[src/logic/oto_pkg.sv]
// Shared constants for the output test override block.
package oto_pkg;

   // Channel counts.
   localparam int N_RELAY = 4;
   localparam int N_AO    = 4;

   // Relay force setting codes.
   localparam logic [1:0] FRC_OFF     = 2'h0;
   localparam logic [1:0] FRC_ENERG   = 2'h1;
   localparam logic [1:0] FRC_DEENERG = 2'h2;

   // Relay force duration, in whole seconds; zero means static.
   localparam logic [8:0] DUR_STATIC = 9'h000;
   localparam logic [8:0] DUR_MAX    = 9'h12c;

   // Analog force percentage; zero means off.
   localparam logic [6:0] PCT_OFF = 7'h00;
   localparam logic [6:0] PCT_MAX = 7'h64;

   // Analog current range codes and output codes in microamps.
   localparam logic [1:0]  RNG_0_1   = 2'h0;
   localparam logic [1:0]  RNG_0_20  = 2'h1;
   localparam logic [1:0]  RNG_4_20  = 2'h2;
   localparam logic [15:0] LO_4_20   = 16'h0fa0;
   localparam logic [15:0] STEP_0_1  = 16'h000a;
   localparam logic [15:0] STEP_0_20 = 16'h00c8;
   localparam logic [15:0] STEP_4_20 = 16'h00a0;
   localparam logic [15:0] FS_1MA    = 16'h03e8;
   localparam logic [15:0] FS_20MA   = 16'h4e20;

   // Reactive power scaling limits in kvar.
   localparam logic signed [15:0] VAR_LO = 16'sh8300;
   localparam logic signed [15:0] VAR_HI = 16'sh7d00;

   // Register byte offsets.
   localparam logic [7:0] OFS_FORCE  = 8'h00;
   localparam logic [7:0] OFS_DUR0   = 8'h04;
   localparam logic [7:0] OFS_AOF0   = 8'h14;
   localparam logic [7:0] OFS_RANGE  = 8'h24;
   localparam logic [7:0] OFS_STATUS = 8'h28;
   localparam logic [7:0] OFS_SCALE0 = 8'h2c;
   localparam logic [7:0] OFS_END    = 8'h3c;

   // Register kinds produced by the address decoder.
   localparam logic [2:0] K_NONE  = 3'h0;
   localparam logic [2:0] K_FRC   = 3'h1;
   localparam logic [2:0] K_DUR   = 3'h2;
   localparam logic [2:0] K_AOF   = 3'h3;
   localparam logic [2:0] K_RNG   = 3'h4;
   localparam logic [2:0] K_STAT  = 3'h5;
   localparam logic [2:0] K_SCL   = 3'h6;

   // Bus responses.
   localparam logic [1:0] RESP_OKAY   = 2'h0;
   localparam logic [1:0] RESP_SLVERR = 2'h2;

   // One-second timebase.
   localparam int SECOND_NS     = 1000000000;
   localparam int CLK_PERIOD_NS = 8;
   localparam int CYC_PER_SEC   = SECOND_NS / CLK_PERIOD_NS;

endpackage

[src/logic/oto_mem.sv]
// Small register-read memory holding the analog force percentages.
`timescale 1ns/1ps
module oto_mem #(
   parameter int DEPTH = 4,
   parameter int WIDTH = 7
) (
   input  wire logic                     clock,
   input  wire logic                     rst_b,
   input  wire logic                     wr_en,
   input  wire logic [$clog2(DEPTH)-1:0] wr_addr,
   input  wire logic [WIDTH-1:0]         wr_data,
   input  wire logic [$clog2(DEPTH)-1:0] ra_addr,
   output logic      [WIDTH-1:0]         ra_data,
   input  wire logic [$clog2(DEPTH)-1:0] rb_addr,
   output logic      [WIDTH-1:0]         rb_data
);

   logic [DEPTH-1:0][WIDTH-1:0] mem_ff;

   if (DEPTH < 2) $error("oto_mem needs a depth of at least two");

   // Contents clear on reset so every channel powers up with no force.
   always_ff @(posedge clock or negedge rst_b)
   begin
      if (!rst_b)
      begin
         mem_ff  <= '0;
         ra_data <= '0;
         rb_data <= '0;
      end
      else
      begin
         if (wr_en)
         begin
            mem_ff[wr_addr] <= wr_data;
         end
         ra_data <= mem_ff[ra_addr];
         rb_data <= mem_ff[rb_addr];
      end
   end

endmodule

[src/logic/oto_output_test_override.sv]
// Output test override: relay forces with timers and analog output forces.
`timescale 1ns/1ps
module oto_output_test_override #(
   parameter int ADDR_W     = 8,
   parameter int SEC_CYCLES = oto_pkg::CYC_PER_SEC
) (
   input  wire logic              clock,
   input  wire logic              rst_b,
   input  wire logic [ADDR_W-1:0] s_axi_awaddr,
   input  wire logic              s_axi_awvalid,
   output logic                   s_axi_awready,
   input  wire logic [31:0]       s_axi_wdata,
   input  wire logic [3:0]        s_axi_wstrb,
   input  wire logic              s_axi_wvalid,
   output logic                   s_axi_wready,
   output logic [1:0]             s_axi_bresp,
   output logic                   s_axi_bvalid,
   input  wire logic              s_axi_bready,
   input  wire logic [ADDR_W-1:0] s_axi_araddr,
   input  wire logic              s_axi_arvalid,
   output logic                   s_axi_arready,
   output logic [31:0]            s_axi_rdata,
   output logic [1:0]             s_axi_rresp,
   output logic                   s_axi_rvalid,
   input  wire logic              s_axi_rready,
   input  wire logic [3:0]        normal_relay,
   output logic [3:0]             relay_drive,
   output logic [3:0]             relay_led,
   output logic                   in_service_led,
   input  wire logic [63:0]       norm_code,
   output logic [63:0]            ao_code,
   output logic [127:0]           scale_lim
);
   import oto_pkg::*;

   localparam int PW = $clog2(SEC_CYCLES);

   if (SEC_CYCLES < 2) $error("SEC_CYCLES must be at least two");
   if (ADDR_W < 8) $error("ADDR_W must be at least eight");

   typedef struct packed {
      logic [3:0][1:0]    frc;
      logic [3:0][8:0]    dur;
      logic [3:0][PW-1:0] presc;
      logic [3:0][8:0]    secs;
      logic [3:0]         expired;
      logic [3:0][1:0]    rng;
      logic [3:0][31:0]   scale;
      logic               aw_got;
      logic               w_got;
      logic [ADDR_W-1:0]  waddr;
      logic [31:0]        wdata;
      logic [3:0]         wstrb;
      logic               awready;
      logic               wready;
      logic               bvalid;
      logic [1:0]         bresp;
      logic               arready;
      logic               rd_pend;
      logic               rvalid;
      logic [ADDR_W-1:0]  raddr;
      logic [31:0]        rdata;
      logic [1:0]         rresp;
      logic [1:0]         scan;
      logic [1:0]         scan_d;
      logic [3:0]         drive;
      logic [3:0]         led;
      logic               svc;
      logic [3:0][15:0]   ao;
   } oto_state_s;

   oto_state_s st_ff;
   oto_state_s nxt_st;

   logic [4:0]  wdec;
   logic [4:0]  rdec;
   logic [4:0]  ardec;
   logic        wexec;
   logic        mem_we;
   logic [6:0]  mem_ra;
   logic [6:0]  mem_rb;
   logic [3:0]  restart;
   logic [3:0]  active;
   logic [31:0] mrg;
   logic [15:0] norm_sel;

   // Maps an address to a register kind and channel index; upper bits must be zero.
   function automatic logic [4:0] decode(input logic [ADDR_W-1:0] a);
      logic [7:0] w;
      logic [7:0] rel;
      w   = a[7:0];
      rel = 8'h00;
      decode = {K_NONE, 2'h0};
      if ((a >> 8) == '0)
      begin
         if (w[7:2] == OFS_FORCE[7:2])
         begin
            decode = {K_FRC, 2'h0};
         end
         else if (w >= OFS_DUR0 && w < OFS_AOF0)
         begin
            rel    = w - OFS_DUR0;
            decode = {K_DUR, rel[3:2]};
         end
         else if (w >= OFS_AOF0 && w < OFS_RANGE)
         begin
            rel    = w - OFS_AOF0;
            decode = {K_AOF, rel[3:2]};
         end
         else if (w[7:2] == OFS_RANGE[7:2])
         begin
            decode = {K_RNG, 2'h0};
         end
         else if (w[7:2] == OFS_STATUS[7:2])
         begin
            decode = {K_STAT, 2'h0};
         end
         else if (w >= OFS_SCALE0 && w < OFS_END)
         begin
            rel    = w - OFS_SCALE0;
            decode = {K_SCL, rel[3:2]};
         end
      end
   endfunction

   // Replaces the byte lanes whose strobe is set.
   function automatic logic [31:0] merge(input logic [31:0] old, input logic [31:0] nw,
                                         input logic [3:0] strb);
      merge = old;
      for (int b = 0; b < 4; b++)
      begin
         if (strb[b])
         begin
            merge[b*8 +: 8] = nw[b*8 +: 8];
         end
      end
   endfunction

   // The spare force code is taken as disabled, so no relay can be left half forced.
   function automatic logic [1:0] fix_force(input logic [1:0] v);
      fix_force = (v == FRC_ENERG || v == FRC_DEENERG) ? v : FRC_OFF;
   endfunction

   // Durations past the longest allowed saturate rather than wrap to a short one.
   function automatic logic [8:0] fix_dur(input logic [31:0] v);
      fix_dur = (v > 32'(DUR_MAX)) ? DUR_MAX : v[8:0];
   endfunction

   // Percentages past full scale saturate at full scale.
   function automatic logic [6:0] fix_pct(input logic [7:0] v);
      fix_pct = (v > 8'(PCT_MAX)) ? PCT_MAX : v[6:0];
   endfunction

   // The spare range code is taken as the low current range.
   function automatic logic [1:0] fix_rng(input logic [1:0] v);
      fix_rng = (v == RNG_0_20 || v == RNG_4_20) ? v : RNG_0_1;
   endfunction

   // Clamps a signed scaling limit to the reactive power span.
   function automatic logic [15:0] fix_lim(input logic [15:0] v);
      if ($signed(v) > VAR_HI)
      begin
         fix_lim = VAR_HI;
      end
      else if ($signed(v) < VAR_LO)
      begin
         fix_lim = VAR_LO;
      end
      else
      begin
         fix_lim = v;
      end
   endfunction

   // Forced output code in microamps; the step per percent avoids any divider.
   function automatic logic [15:0] ao_forced(input logic [1:0] r, input logic [6:0] p);
      logic [15:0] p16;
      p16 = {9'h000, p};
      unique case (r)
         RNG_0_1:  ao_forced = 16'(p16 * STEP_0_1);
         RNG_0_20: ao_forced = 16'(p16 * STEP_0_20);
         default:  ao_forced = 16'(LO_4_20 + p16 * STEP_4_20);
      endcase
   endfunction

   // Address decodes for the pending write, the pending read and the incoming read.
   assign wdec   = decode(st_ff.waddr);
   assign rdec   = decode(st_ff.raddr);
   assign ardec  = decode(s_axi_araddr);
   assign wexec  = st_ff.aw_got && st_ff.w_got && !st_ff.bvalid;
   assign mem_we = wexec && wdec[4:2] == K_AOF && st_ff.wstrb[0];

   // Analog force percentages: port a is scanned, port b serves bus reads.
   oto_mem #(
      .DEPTH (N_AO),
      .WIDTH (7)
   ) u_aof (
      .clock   (clock),
      .rst_b   (rst_b),
      .wr_en   (mem_we),
      .wr_addr (wdec[1:0]),
      .wr_data (fix_pct(st_ff.wdata[7:0])),
      .ra_addr (st_ff.scan),
      .ra_data (mem_ra),
      .rb_addr (ardec[1:0]),
      .rb_data (mem_rb)
   );

   // A force holds while set and either static or not yet timed out.
   always_comb
   begin
      for (int i = 0; i < N_RELAY; i++)
      begin
         active[i] = st_ff.frc[i] != FRC_OFF &&
                     (st_ff.dur[i] == DUR_STATIC || !st_ff.expired[i]);
      end
   end

   assign norm_sel = norm_code[st_ff.scan_d*16 +: 16];

   // Next state: bus slave, timers, relay override and analog scan.
   always_comb
   begin
      nxt_st  = st_ff;
      restart = 4'h0;
      mrg     = 32'h0000_0000;
      if (s_axi_awvalid && st_ff.awready)
      begin
         nxt_st.aw_got = 1'b1;
         nxt_st.waddr  = s_axi_awaddr;
      end
      if (s_axi_wvalid && st_ff.wready)
      begin
         nxt_st.w_got = 1'b1;
         nxt_st.wdata = s_axi_wdata;
         nxt_st.wstrb = s_axi_wstrb;
      end
      if (st_ff.bvalid && s_axi_bready)
      begin
         nxt_st.bvalid = 1'b0;
      end
      if (wexec)
      begin
         nxt_st.aw_got = 1'b0;
         nxt_st.w_got  = 1'b0;
         nxt_st.bvalid = 1'b1;
         nxt_st.bresp  = RESP_OKAY;
         unique case (wdec[4:2])
            K_FRC:
            begin
               mrg = merge({24'h0, st_ff.frc}, st_ff.wdata, st_ff.wstrb);
               for (int i = 0; i < N_RELAY; i++)
               begin
                  nxt_st.frc[i] = fix_force(mrg[i*2 +: 2]);
                  restart[i]    = st_ff.wstrb[0] && nxt_st.frc[i] != FRC_OFF;
               end
            end
            K_DUR:
            begin
               mrg = merge({23'h0, st_ff.dur[wdec[1:0]]}, st_ff.wdata, st_ff.wstrb);
               nxt_st.dur[wdec[1:0]] = fix_dur(mrg);
               restart[wdec[1:0]]    = st_ff.wstrb != 4'h0;
            end
            K_RNG:
            begin
               mrg = merge({24'h0, st_ff.rng}, st_ff.wdata, st_ff.wstrb);
               for (int i = 0; i < N_AO; i++)
               begin
                  nxt_st.rng[i] = fix_rng(mrg[i*2 +: 2]);
               end
            end
            K_SCL:
            begin
               mrg = merge(st_ff.scale[wdec[1:0]], st_ff.wdata, st_ff.wstrb);
               nxt_st.scale[wdec[1:0]] = {fix_lim(mrg[31:16]), fix_lim(mrg[15:0])};
            end
            K_AOF, K_STAT:
            begin
               nxt_st.bresp = RESP_OKAY;
            end
            default:
            begin
               nxt_st.bresp = RESP_SLVERR;
            end
         endcase
      end

      // Read answer one edge after the address is taken, once port b has the data.
      if (s_axi_arvalid && st_ff.arready)
      begin
         nxt_st.rd_pend = 1'b1;
         nxt_st.raddr   = s_axi_araddr;
      end
      if (st_ff.rvalid && s_axi_rready)
      begin
         nxt_st.rvalid = 1'b0;
      end
      if (st_ff.rd_pend)
      begin
         nxt_st.rd_pend = 1'b0;
         nxt_st.rvalid  = 1'b1;
         nxt_st.rresp   = RESP_OKAY;
         nxt_st.rdata   = 32'h0000_0000;
         unique case (rdec[4:2])
            K_FRC:   nxt_st.rdata = {24'h0, st_ff.frc};
            K_DUR:   nxt_st.rdata = {23'h0, st_ff.dur[rdec[1:0]]};
            K_AOF:   nxt_st.rdata = {25'h0, mem_rb};
            K_RNG:   nxt_st.rdata = {24'h0, st_ff.rng};
            K_STAT:  nxt_st.rdata = {23'h0, st_ff.svc, active, st_ff.drive};
            K_SCL:   nxt_st.rdata = st_ff.scale[rdec[1:0]];
            default: nxt_st.rresp = RESP_SLVERR;
         endcase
      end

      // Ready drops while a request is held, so each channel takes one at a time.
      nxt_st.awready = !nxt_st.aw_got && !nxt_st.bvalid;
      nxt_st.wready  = !nxt_st.w_got && !nxt_st.bvalid;
      nxt_st.arready = !nxt_st.rd_pend && !nxt_st.rvalid;

      // Per-relay one-second prescaler and seconds count for timed forces.
      for (int i = 0; i < N_RELAY; i++)
      begin
         if (restart[i])
         begin
            nxt_st.presc[i]   = '0;
            nxt_st.secs[i]    = 9'h000;
            nxt_st.expired[i] = 1'b0;
         end
         else if (st_ff.frc[i] != FRC_OFF && st_ff.dur[i] != DUR_STATIC && !st_ff.expired[i])
         begin
            if (st_ff.presc[i] == PW'(SEC_CYCLES - 1))
            begin
               nxt_st.presc[i] = '0;
               nxt_st.secs[i]  = st_ff.secs[i] + 9'h001;
               if (nxt_st.secs[i] == st_ff.dur[i])
               begin
                  nxt_st.expired[i] = 1'b1;
               end
            end
            else
            begin
               nxt_st.presc[i] = st_ff.presc[i] + PW'(1);
            end
         end
      end

      // Relay override; an expired force still counts for test mode until disabled.
      for (int i = 0; i < N_RELAY; i++)
      begin
         nxt_st.drive[i] = active[i] ? st_ff.frc[i] == FRC_ENERG : normal_relay[i];
         nxt_st.led[i]   = nxt_st.drive[i];
      end
      nxt_st.svc = st_ff.frc != '0;

      // One analog channel refreshed per cycle, so each lags its source by a few cycles.
      nxt_st.scan   = st_ff.scan + 2'h1;
      nxt_st.scan_d = st_ff.scan;
      if (mem_ra != PCT_OFF)
      begin
         nxt_st.ao[st_ff.scan_d] = ao_forced(st_ff.rng[st_ff.scan_d], mem_ra);
      end
      else
      begin
         nxt_st.ao[st_ff.scan_d] = norm_sel;
      end
   end

   // Loss of power is the reset: every force, timer and override clears.
   always_ff @(posedge clock or negedge rst_b)
   begin
      if (!rst_b)
      begin
         st_ff <= '0;
      end
      else
      begin
         st_ff <= nxt_st;
      end
   end

   // Every output is a field of the registered state.
   assign s_axi_awready  = st_ff.awready;
   assign s_axi_wready   = st_ff.wready;
   assign s_axi_bresp    = st_ff.bresp;
   assign s_axi_bvalid   = st_ff.bvalid;
   assign s_axi_arready  = st_ff.arready;
   assign s_axi_rdata    = st_ff.rdata;
   assign s_axi_rresp    = st_ff.rresp;
   assign s_axi_rvalid   = st_ff.rvalid;
   assign relay_drive    = st_ff.drive;
   assign relay_led      = st_ff.led;
   assign in_service_led = st_ff.svc;
   assign ao_code        = st_ff.ao;
   assign scale_lim      = st_ff.scale;

   for (genvar g = 0; g < N_RELAY; g++)
   begin : g_chk

   end
endmodule

[config.mk]
export PLATFORM = sky130hd
export DESIGN_NAME = oto_output_test_override
export DESIGN_NICKNAME = d
export VERILOG_FILES = /design/src/logic/oto_pkg.sv /design/src/logic/oto_mem.sv /design/src/logic/oto_output_test_override.sv
export SDC_FILE = /design/constraint.sdc
export NUM_CORES = 1
export LEC_CHECK = 0
export BUFFER_PORTS_ARGS = -buffer_cell sky130_fd_sc_hd__buf_2
export CAP_MARGIN = 0
export CORE_ASPECT_RATIO = 1.5
export CORE_MARGIN = 5
export CORE_UTILIZATION = 64
export CTS_CLUSTER_DIAMETER = 50
export DETAILED_ROUTE_END_ITERATION = 7
export PLACE_DENSITY_LB_ADDON = 0.25
export SYNTH_ARGS = -nofsm -noshare
export SYNTH_HDL_FRONTEND = slang
export SYNTH_SLANG_ARGS = --single-unit
[constraint.sdc]
create_clock -name clock -period 7.2 [get_ports clock]
set_input_delay 1.08 -clock clock [delete_from_list [all_inputs] [get_ports clock]]
set_output_delay 1.08 -clock clock [all_outputs]
set_load 0.01 [all_outputs]
== Word-level counts from Yosys, hierarchy flattened ==
Index checks and enable logic that the tools add are counted.
W data, S select, Z words.

* Add/subtract/negate cells: 19
* Multipliers: 3
* Divide/modulo/power cells: 0
* Magnitude comparators: 31
* Equality and inequality tests: 47
* Shifts and indexed selects: 1
* Muxes and demuxes: 155
* Bitwise operators: 1
* Reduce and logical (&&, ||, !) cells: 110

{| class="wikitable"
|+ Operators by type and width
! operator !! number
|-
| $mux W27 || 12
|-
| $mux W8 || 30
|-
| $pmux W32 S6 || 1
|-
| $mux W16 || 10
|-
| $mux W9 || 16
|-
| $bmux W32 S2 || 2
|-
| $bwmux W128 || 1
|-
| $bwmux W64 || 2
|-
| $add A27 B1 Y27 const B || 4
|-
| $eq A27 B27 Y1 const B || 4
|-
| $mux W32 || 3
|-
| $demux W32 S2 || 1
|-
| $mux W64 || 1
|-
| $shiftx A64 B7 Y16 || 1
|-
| $mux W5 || 12
|-
| $lt A8 B6 Y1 const B || 6
|-
| $reduce_bool A2 Y1 || 20
|-
| $logic_and A1 B1 Y1 || 39
|-
| $mux W2 || 19
|-
| $add A9 B1 Y9 const B || 4
|-
| $bmux W9 S2 || 2
|-
| $bwmux W36 || 1
|-
| $eq A6 B4 Y1 const B || 6
|-
| $eq A9 B9 Y1 || 4
|-
| other kinds (47) || 166
|}

* Register bits: 539
* Latch bits: 0
* RAM bits: 0
* Memory bits (read-only): 0
* Output and inout port bits: 242
* Memories: 0

== Longest topological paths before layout ==
Gate-level depths: netlist (run 1).

* Depth after elaboration: 20
* Gate-level depth with buffers: 19
* Gate-level depth less buffers: 15

== Modules after synthesis ==
A second synthesis (run 1) with hierarchy kept.

* Cells, all modules: 3275
* Area total of the unflattened synthesis: 31078.6 sq um

{| class="wikitable"
|+ By module, submodules not included
! module !! instances !! cells an instance !! area each (sq um) !! sequential area each (sq um)
|-
| oto_output_test_override || 1 || 3183 || 29328.1 || 12386.9
|-
| oto_mem || 1 || 92 || 1750.4 || 1051.0
|}

== Least setup slack after synthesis (run 1) ==
No wires, ideal clock.

* Path kind: flip-flop to flip-flop
* From: register st_ff[165] (netlist name)
* To: register st_ff, in the netlist scale_lim[1]
* Library setup time: 0.094 ns
* Data arrival time: 4.397 ns
* Data required time: 7.106 ns
* Setup slack: 2.709 ns
* Stages on the path, launching flop included: 17
* Cell sequence: dfrtp_1 -> buf_2 -> inv_1 -> ha_1 -> nand2b_1 -> clkbuf_1 -> a221oi_4 -> mux2i_2 -> clkbuf_1 -> a21oi_1 -> o41ai_1 -> nor3_1 -> a31o_2 -> ha_1 -> nor4_4 -> nor3_2 -> a211oi_1

* Cells in the longest elaborated chain, start to end: 19
* Elaborated cells on any way between the ends: 43

{| class="wikitable"
|+ RTL lines
! what !! RTL line !! source
|-
| start: declaration || oto_output_test_override.sv:72 || <nowiki>oto_state_s st_ff;</nowiki>
|-
| start signal: assignment || oto_output_test_override.sv:377 || <nowiki>st_ff <= nxt_st;</nowiki>
|-
| $ge A8 B6 Y1 or $lt A8 B6 Y1 (tied branches) || oto_output_test_override.sv:118 || <nowiki>else if (w >= OFS_SCALE0 && w < OFS_END)</nowiki>
|-
| $logic_and A1 B1 Y1 || oto_output_test_override.sv:118 ||
|-
| $mux W5 || oto_output_test_override.sv:118 ||
|-
| $mux W5 || oto_output_test_override.sv:114 || <nowiki>else if (w[7:2] == OFS_STATUS[7:2])</nowiki>
|-
| $mux W5 || oto_output_test_override.sv:110 || <nowiki>else if (w[7:2] == OFS_RANGE[7:2])</nowiki>
|-
| $mux W5 || oto_output_test_override.sv:105 || <nowiki>else if (w >= OFS_AOF0 && w < OFS_RANGE)</nowiki>
|-
| $mux W5 || oto_output_test_override.sv:100 || <nowiki>else if (w >= OFS_DUR0 && w < OFS_AOF0)</nowiki>
|-
| $mux W5 (*) || oto_output_test_override.sv:96 || <nowiki>if (w[7:2] == OFS_FORCE[7:2])</nowiki>
|-
| [3 not listed] || - ||
|-
| $mux W8 || oto_output_test_override.sv:248 || <nowiki>unique case (wdec[4:2])</nowiki>
|-
| $mux W8 || oto_output_test_override.sv:242 || <nowiki>if (wexec)</nowiki>
|-
| $lt A16 B16 Y1 || oto_output_test_override.sv:165 || <nowiki>else if ($signed(v) < VAR_LO)</nowiki>
|-
| $mux W16 || oto_output_test_override.sv:165 ||
|-
| $mux W16 || oto_output_test_override.sv:161 || <nowiki>if ($signed(v) > VAR_HI)</nowiki>
|-
| $mux W16 || oto_output_test_override.sv:248 ||
|-
| $mux W16 || oto_output_test_override.sv:242 ||
|-
| $bwmux W128 || oto_output_test_override.sv:275 || <nowiki>nxt_st.scale[wdec[1:0]] = {fix_lim(mrg[31:16]), fix_lim(mrg[15:0])};</nowiki>
|}

Mark *: on every way between the ends. The rest lies on a longest branch, timed or not. The select of a mux whose other input is x is not followed.
A chain may end at the register's enable or synchronous reset.

== Worst setup path in the final report (run 1) ==
* From: register st_ff[165] (netlist name)
* To: register st_ff, in the netlist scale_lim[119]

The elaborated chain is that of the path after synthesis.

==> flow_metrics.env, run 1 <==
export IMPL_cts_sinks=537
export IMPL_yosysTopAreaCellShare=0.435
export IMPL_grt_overflow_total=0
export IMPL_synth_seq_cells=537
export IMPL_dp_cells=3917
export IMPL_drv_slew=0
export IMPL_synthesis_area_um2=30900
export IMPL_leakagePower_nw=15.3
export IMPL_min_period_over_period=0.804
export IMPL_clockBufferDepth=3
export IMPL_drtIter0Drc=2591
export IMPL_yosysMostFrequentCell="dfrtp_1"
export IMPL_final_min_clock_period_ns=5.79
export IMPL_core_um2=47700
export IMPL_p_comb_frac=0.434
export IMPL_die_w_um=189
export IMPL_synth_edf_count=0
export IMPL_drt_total_wl_um=98200
export IMPL_fin_cells=4011
export IMPL_io_pins=369
export IMPL_crit_arrival_ns=6.31
export IMPL_ys_warn_count=0
export IMPL_finalHoldViolations=0
export IMPL_status="finished, final reports clean"
export IMPL_grt_pass1_wl_um=153000
export IMPL_portBuffers=366
export IMPL_top_layer="met4"
export IMPL_ys_top_cells_by_count="dfrtp_1, nand2_1, nor2_1"
export IMPL_yosys_area_top_type="dfrtp_1"
export IMPL_cts_made_buffers=51
export IMPL_crit_slowest_cell="nor2_1"
export IMPL_path_cells="inv_1 -> ha_1 -> nand2b_1 -> a221oi_4 -> buf_4 -> mux2_2 -> nor2_1 -> o22ai_1 -> o21ai_0 -> nand2_1 -> a31o_2 -> ha_1 -> nor2_1 -> a32o_1"
export IMPL_final_nets=3572
export IMPL_via_count=26880
export IMPL_ys_types=92
export IMPL_fp_dieH_um=279
export IMPL_hp_class="register to register"
export IMPL_worstSetupPathType="register to register"
export IMPL_worstMarginPinSlew_ns=1.22
export IMPL_num_antenna_cells=0
export IMPL_dieArea_um2=52800
export IMPL_drive_gt1_frac=0.191
export IMPL_cp_num_buf_inv=2
export IMPL_ys_top_cells_by_area="dfrtp_1, buf_4, nand2_1"
export IMPL_p_seq_frac=0.347
export IMPL_async_flop_share=1.00
export IMPL_ctsHoldBuffers=0
export IMPL_clk_pin_slew_ns=0.07
export IMPL_met3_length_um=7190
export IMPL_fmax_ghz=0.173
export IMPL_drc=0
export IMPL_post_cts_buffers=0
export IMPL_worstPathRequired_ns=7.72
export IMPL_cts_max_level=2
export IMPL_clock_skew_ns=0.0257
export IMPL_routabilityCongestion=1.00
export IMPL_max_vdd_ir_drop_mv=0.310
export IMPL_grt_pass1_vias=27503
export IMPL_start_kind="register"
export IMPL_grt_max_degree=146
export IMPL_power_switching_mw=5.84
export IMPL_final_setup_viol_count=0
export IMPL_synth_ff_type="dfrtp_1"
export IMPL_cts_tree="built"
export IMPL_firstDrtPassIters=6
export IMPL_endpoint_kind="register"
export IMPL_cpLargestDelayFamily="simple AND/OR/NAND/NOR gates"
export IMPL_antenna_found_initial=0
export IMPL_path_max_fanout=24
export IMPL_wl_met1_um=33600
export IMPL_rsz0062_at_grt="false"
export IMPL_max_stage_delay_ns=0.62
export IMPL_p_per_area_nw_per_um2=392
export IMPL_detail_route_wl_per_cell_um=24.5
export IMPL_switching_share=0.449
export IMPL_hpwlAfterDp_um=72000
export IMPL_dr_wl_met2_um=49600
export IMPL_syn_avg_cell_area_um2=9.34
export IMPL_max_slew_margin_rel=0.185
export IMPL_area_delta_synth_final_pct=7.63
export IMPL_fin_tns_setup_ns=0
export IMPL_cts_resized=0
export IMPL_cts_root_buf="clkbuf_16"
export IMPL_seq_area_frac_synth=0.435
export IMPL_intPower_mw=7.17
export IMPL_clock_power_share=0.219
export IMPL_rows=98
export IMPL_viasPerCell=6.70
export IMPL_drv_cap=0
export IMPL_start_util=0.647
export IMPL_antenna_left=0
export IMPL_clk_latency_ns=0.60
export IMPL_synthCells=3305
export IMPL_grt_util_all_layers=0.363
-- registers in the layout, indices dropped and copies added, names as in the netlist --
register,flops
ao_code,64
nxt_st,2
relay_led,4
s_axi_rvalid,1
u_aof.mem_ff,28
s_axi_rdata,32
in_service_led,1
s_axi_bvalid,1
s_axi_bresp,1
scale_lim,128
s_axi_rresp,1
u_aof.rb_data,7
s_axi_arready,1
st_ff,257
s_axi_wready,1
s_axi_awready,1
u_aof.ra_data,7
-- per-layer routing --
layer / vias up / track usage
met1: 13067 / 0.403
met5: - / 0
li1: 11819 / -
met2: 1549 / 0.648
met4: 0 / 0.233
met3: 445 / 0.0534
-- power by group through the flow --
stage,Sequential (mW),Combinational (mW),Clock [mW]
after detailed placement,4.51,5.53,0
after CTS,4.46,5.56,2.87
after floorplan,4.11,4.12,0
final,4.51,5.65,2.85
after global routing,4.56,6.05,3.00
after global placement,4.49,5.39,0
-- stage by stage --
step | util | worst slack [ns] | hold WS (ns) | power (mW) | area [um^2]
6_report | 0.696 | 1.41 | 0.462 | 13.0 | 33200
2_1_floorplan | - | 2.71 | 0.352 | 8.23 | 30900
5_1_grt | 0.696 | 1.12 | 0.475 | 13.6 | 33200
3_3_place_gp | 0.659 | 1.81 | 0.451 | 9.88 | 31500
4_1_cts | 0.696 | 1.53 | 0.462 | 12.9 | 33200
3_5_place_dp | 0.659 | 1.57 | 0.454 | 10.0 | 31500
-- final timing paths --
path,start,to,slack (ns),depth (start not counted)
max reg2reg,st_ff[165]$_DFFE_PN0P_,scale_lim[119]$_DFFE_PN0P_,1.41,14
min,s_axi_arready$_DFF_PN0_,s_axi_arready$_DFF_PN0_,0.46,1
min reg2reg,s_axi_arready$_DFF_PN0_,s_axi_arready$_DFF_PN0_,0.46,1
min in group asynchronous,rst_b,ao_code[60]$_DFFE_PN0P_,0.50,1
max,st_ff[165]$_DFFE_PN0P_,scale_lim[119]$_DFFE_PN0P_,1.41,14
max in group asynchronous,rst_b,scale_lim[100]$_DFFE_PN0P_,4.97,2
-- area by class of cell --
cell class,instances,area (um^2)
clock buffers,67,1450
clock inverters,27,313
fillers,3770,14500
inverters,88,330
multi-input cells,2282,14700
flip-flops and latches,537,13400
well taps,600,751
repair buffers,410,2200
-- kinds of logic after synthesis --
family,after synthesis,share of synthesized area
AND/OR/NAND/NOR,1066,0.160
AO/OA/AOI/OAI,853,0.185
flip-flops,537,0.435
buffers and inverters,487,0.0891
multiplexers,146,0.0598
XOR/XNOR,140,0.0397
adder cells (fa/ha/maj),75,0.0311
other,1,0.000122
-- placed cells by master (no fill, tap or decap), types with 27 or more instances in the layout --
cell type	instances
ha_1	72
a211oi_1	35
buf_2	365
a21oi_1	141
a32o_1	41
nor2b_1	32
nand2_1	381
clkbuf_16	52
nor2_1	295
dfrtp_1	536
nor4_1	29
nor3_1	54
xnor2_1	86
o22ai_1	32
o31ai_1	37
a31oi_1	57
o221ai_1	27
nand4_1	30
inv_1	87
xor2_1	54
buf_4	42
mux2i_1	38
o21ai_0	253
nand2b_1	27
mux2_2	85
nand3_1	77
and3_1	41
Note: power is estimated with default switching activity, not from simulation.
==> run 2: changes to the inputs <==
--- a/config.mk
+++ b/config.mk
@@ -9,7 +9,7 @@
 export CAP_MARGIN = 0
 export CORE_ASPECT_RATIO = 1.5
 export CORE_MARGIN = 5
-export CORE_UTILIZATION = 64
+export CORE_UTILIZATION = 54
 export CTS_CLUSTER_DIAMETER = 50
 export DETAILED_ROUTE_END_ITERATION = 7
 export PLACE_DENSITY_LB_ADDON = 0.25
==> constraint.sdc (replaced) <==
create_clock -name clock -period 5.1 [get_ports clock]
set_input_delay 0.765 -clock clock [delete_from_list [all_inputs] [get_ports clock]]
set_output_delay 0.765 -clock clock [all_outputs]
set_load 0.01 [all_outputs]
==> run 2 against run 1 <==
Effect of this change:
- count of clock-buffer cells in the layout rose by 8
- sequential power rose by 43%
- die area rose by 18%
- largest power group unchanged
- via count fell by 1.4%
- largest cell class unchanged
- design area rose by 1.8%
- sequential share of layout area fell by 0.72 points
- wire length rose by 1.8%
- highest routed layer unchanged
==> flow_metrics.env, run 2 (synthesis results as in run 1) <==
export IMPL_placed_area_um2=31900
export IMPL_portBuffers=366
export IMPL_final_setup_viol_count=0
export IMPL_clk_pin_slew_ns=0.07
export IMPL_drv_cap=0
export IMPL_layout_common_cells="dfrtp_1, nand2_1, buf_2, nor2_1, o21ai_0"
export IMPL_ff2ff_path_depth=15
export IMPL_drive_gt1_frac=0.199
export IMPL_grt_pass1_wl_um=154000
export IMPL_leakagePower_nw=15.5
export IMPL_core_um2=56800
export IMPL_start_util=0.544
export IMPL_p_per_area_nw_per_um2=557
export IMPL_final_area_um2=33800
export IMPL_io_pins=369
export IMPL_hpwlAfterDp_um=74700
export IMPL_layout_commonest_cell="dfrtp_1"
export IMPL_clock_skew_ns=0.0183
export IMPL_min_period_over_period=0.946
export IMPL_worstPathRequired_ns=5.64
export IMPL_worstMarginPinSlew_ns=1.16
export IMPL_grt_overflow_total=0
export IMPL_total_power_mw=18.9
export IMPL_die_w_um=205
export IMPL_drv_slew=0
export IMPL_max_vdd_ir_drop_mv=0.405
export IMPL_crit_arrival_ns=5.37
export IMPL_area_delta_synth_final_pct=9.60
export IMPL_rr_startpoint="st_ff[166]$_DFFE_PN0P_"
export IMPL_clockBufferDepth=3
export IMPL_clk_latency_ns=0.61
export IMPL_path_max_fanout=20
export IMPL_rsz0062_at_grt="true"
export IMPL_endpoint_kind="register"
export IMPL_routabilityCongestion=1.03
export IMPL_antenna_found_initial=2
export IMPL_cts_made_buffers=54
export IMPL_detail_route_wl_per_cell_um=23.7
export IMPL_final_nets=3604
export IMPL_dp_cells=4109
export IMPL_start_kind="register"
export IMPL_cts_max_level=2
export IMPL_firstDrtPassIters=7
export IMPL_cts_sinks=537
export IMPL_cts_root_buf="clkbuf_16"
export IMPL_grt_max_degree=122
export IMPL_final_min_clock_period_ns=4.82
export IMPL_cts_tree="built"
export IMPL_viasPerCell=6.29
export IMPL_finalHoldViolations=0
export IMPL_drc=0
export IMPL_reg2reg_slack_ns=0.28
export IMPL_worstSetupPathType="register to register"
export IMPL_dieArea_um2=62100
export IMPL_status="finished, final reports clean"
export IMPL_drtIter0Drc=2470
export IMPL_critical_path_startpoint="st_ff[166]$_DFFE_PN0P_"
export IMPL_crit_path_end="scale_lim[84]$_DFFE_PN0P_"
export IMPL_fillerInstances=4943
export IMPL_fmax_ghz=0.207
export IMPL_max_slew_margin_rel=0.230
export IMPL_rr_endpoint="scale_lim[84]$_DFFE_PN0P_"
export IMPL_via_count=26491
export IMPL_fin_cells=4211
export IMPL_grt_pass1_vias=26597
export IMPL_rows=107
export IMPL_hp_class="input port to async pin"
export IMPL_timing_hold_ws_ns=0.196
export IMPL_antenna_left=0
export IMPL_largest_reg_flops=257
export IMPL_regMostFlops="st_ff"
export IMPL_drt_total_wl_um=100000
export IMPL_fp_dieH_um=303
export IMPL_grt_util_all_layers=0.315
==> run 2: cell type report <==
type / instances / area [um^2] / area share
Multi-Input combinational cell: 2282 / 14700 / 0.436
Sequential cell: 537 / 13400 / 0.397
Timing Repair Buffer: 439 / 2440 / 0.0721
Clock buffer: 75 / 1600 / 0.0474
Tap cell: 763 / 955 / 0.0282
Inverter: 88 / 330 / 0.00977
Clock inverter: 24 / 310 / 0.00917
Antenna cell: 3 / 7.51 / 0.000222
==> run 2: where the power goes <==
part           switching [mW]  internal [mW]  total, mW
Clock                    1.79           2.47       4.26
Combinational            5.31           2.85       8.16
Sequential               1.29           5.13       6.43
==> run 2: how the worst min path moves through the flow <==
stage | start | end | slack, ns | cells after the start
floorplan | nxt_st[73]$_DFF_PN0_ | st_ff[73]$_DFF_PN0_ | 0.35 | 0
global placement | s_axi_arready$_DFF_PN0_ | s_axi_arready$_DFF_PN0_ | 0.45 | 1
detailed placement | s_axi_arready$_DFF_PN0_ | s_axi_arready$_DFF_PN0_ | 0.46 | 1
CTS | rst_b | st_ff[453]$_DFFE_PN0P_ | 0.23 | 1
global route | rst_b | st_ff[438]$_DFFE_PN0P_ | 0.26 | 1
finish | rst_b | st_ff[429]$_DFFE_PN0P_ | 0.20 | 1
==> run 2: critical path: stages (launching register included) <==
cell and delay, ns:
dfrtp_1 0.41, inv_1 0.12, ha_1 0.25, or3b_1 0.44, a221oi_4 0.39, buf_4 0.32, mux2_2 0.52, nor2_1 0.18
buf_4 0.19, o22ai_1 0.09, o21ai_0 0.26, nand2_1 0.08, a31o_2 0.21, ha_1 0.44, nor2_1 0.54, a32o_1 0.29
==> run 2: metrics by stage <==
stage          TNS [ns]   util  setup slack, ns
2_1_floorplan         0      -            0.609
3_3_place_gp          0  0.562            0.213
3_5_place_dp          0  0.562            0.194
4_1_cts               0  0.595            0.173
5_1_grt         -0.0204  0.596         -0.00908
6_report              0  0.596            0.276
==> run 2: what timing repair did <==
action                     CTS  global route
setup endpoints to repair    0            15
buffers inserted             0             0
hold buffers                 0             0
gates resized for setup      0             3
hold endpoints to repair     0             0
==> run 2: metal layers <==
layer | vias up | track usage | wire [um]
met5 | - | 0 | 0
met4 | 0 | 0.188 | 6930
met3 | 359 | 0.0575 | 7380
met2 | 1289 | 0.553 | 50300
met1 | 12959 | 0.356 | 35400
li1 | 11884 | - | -
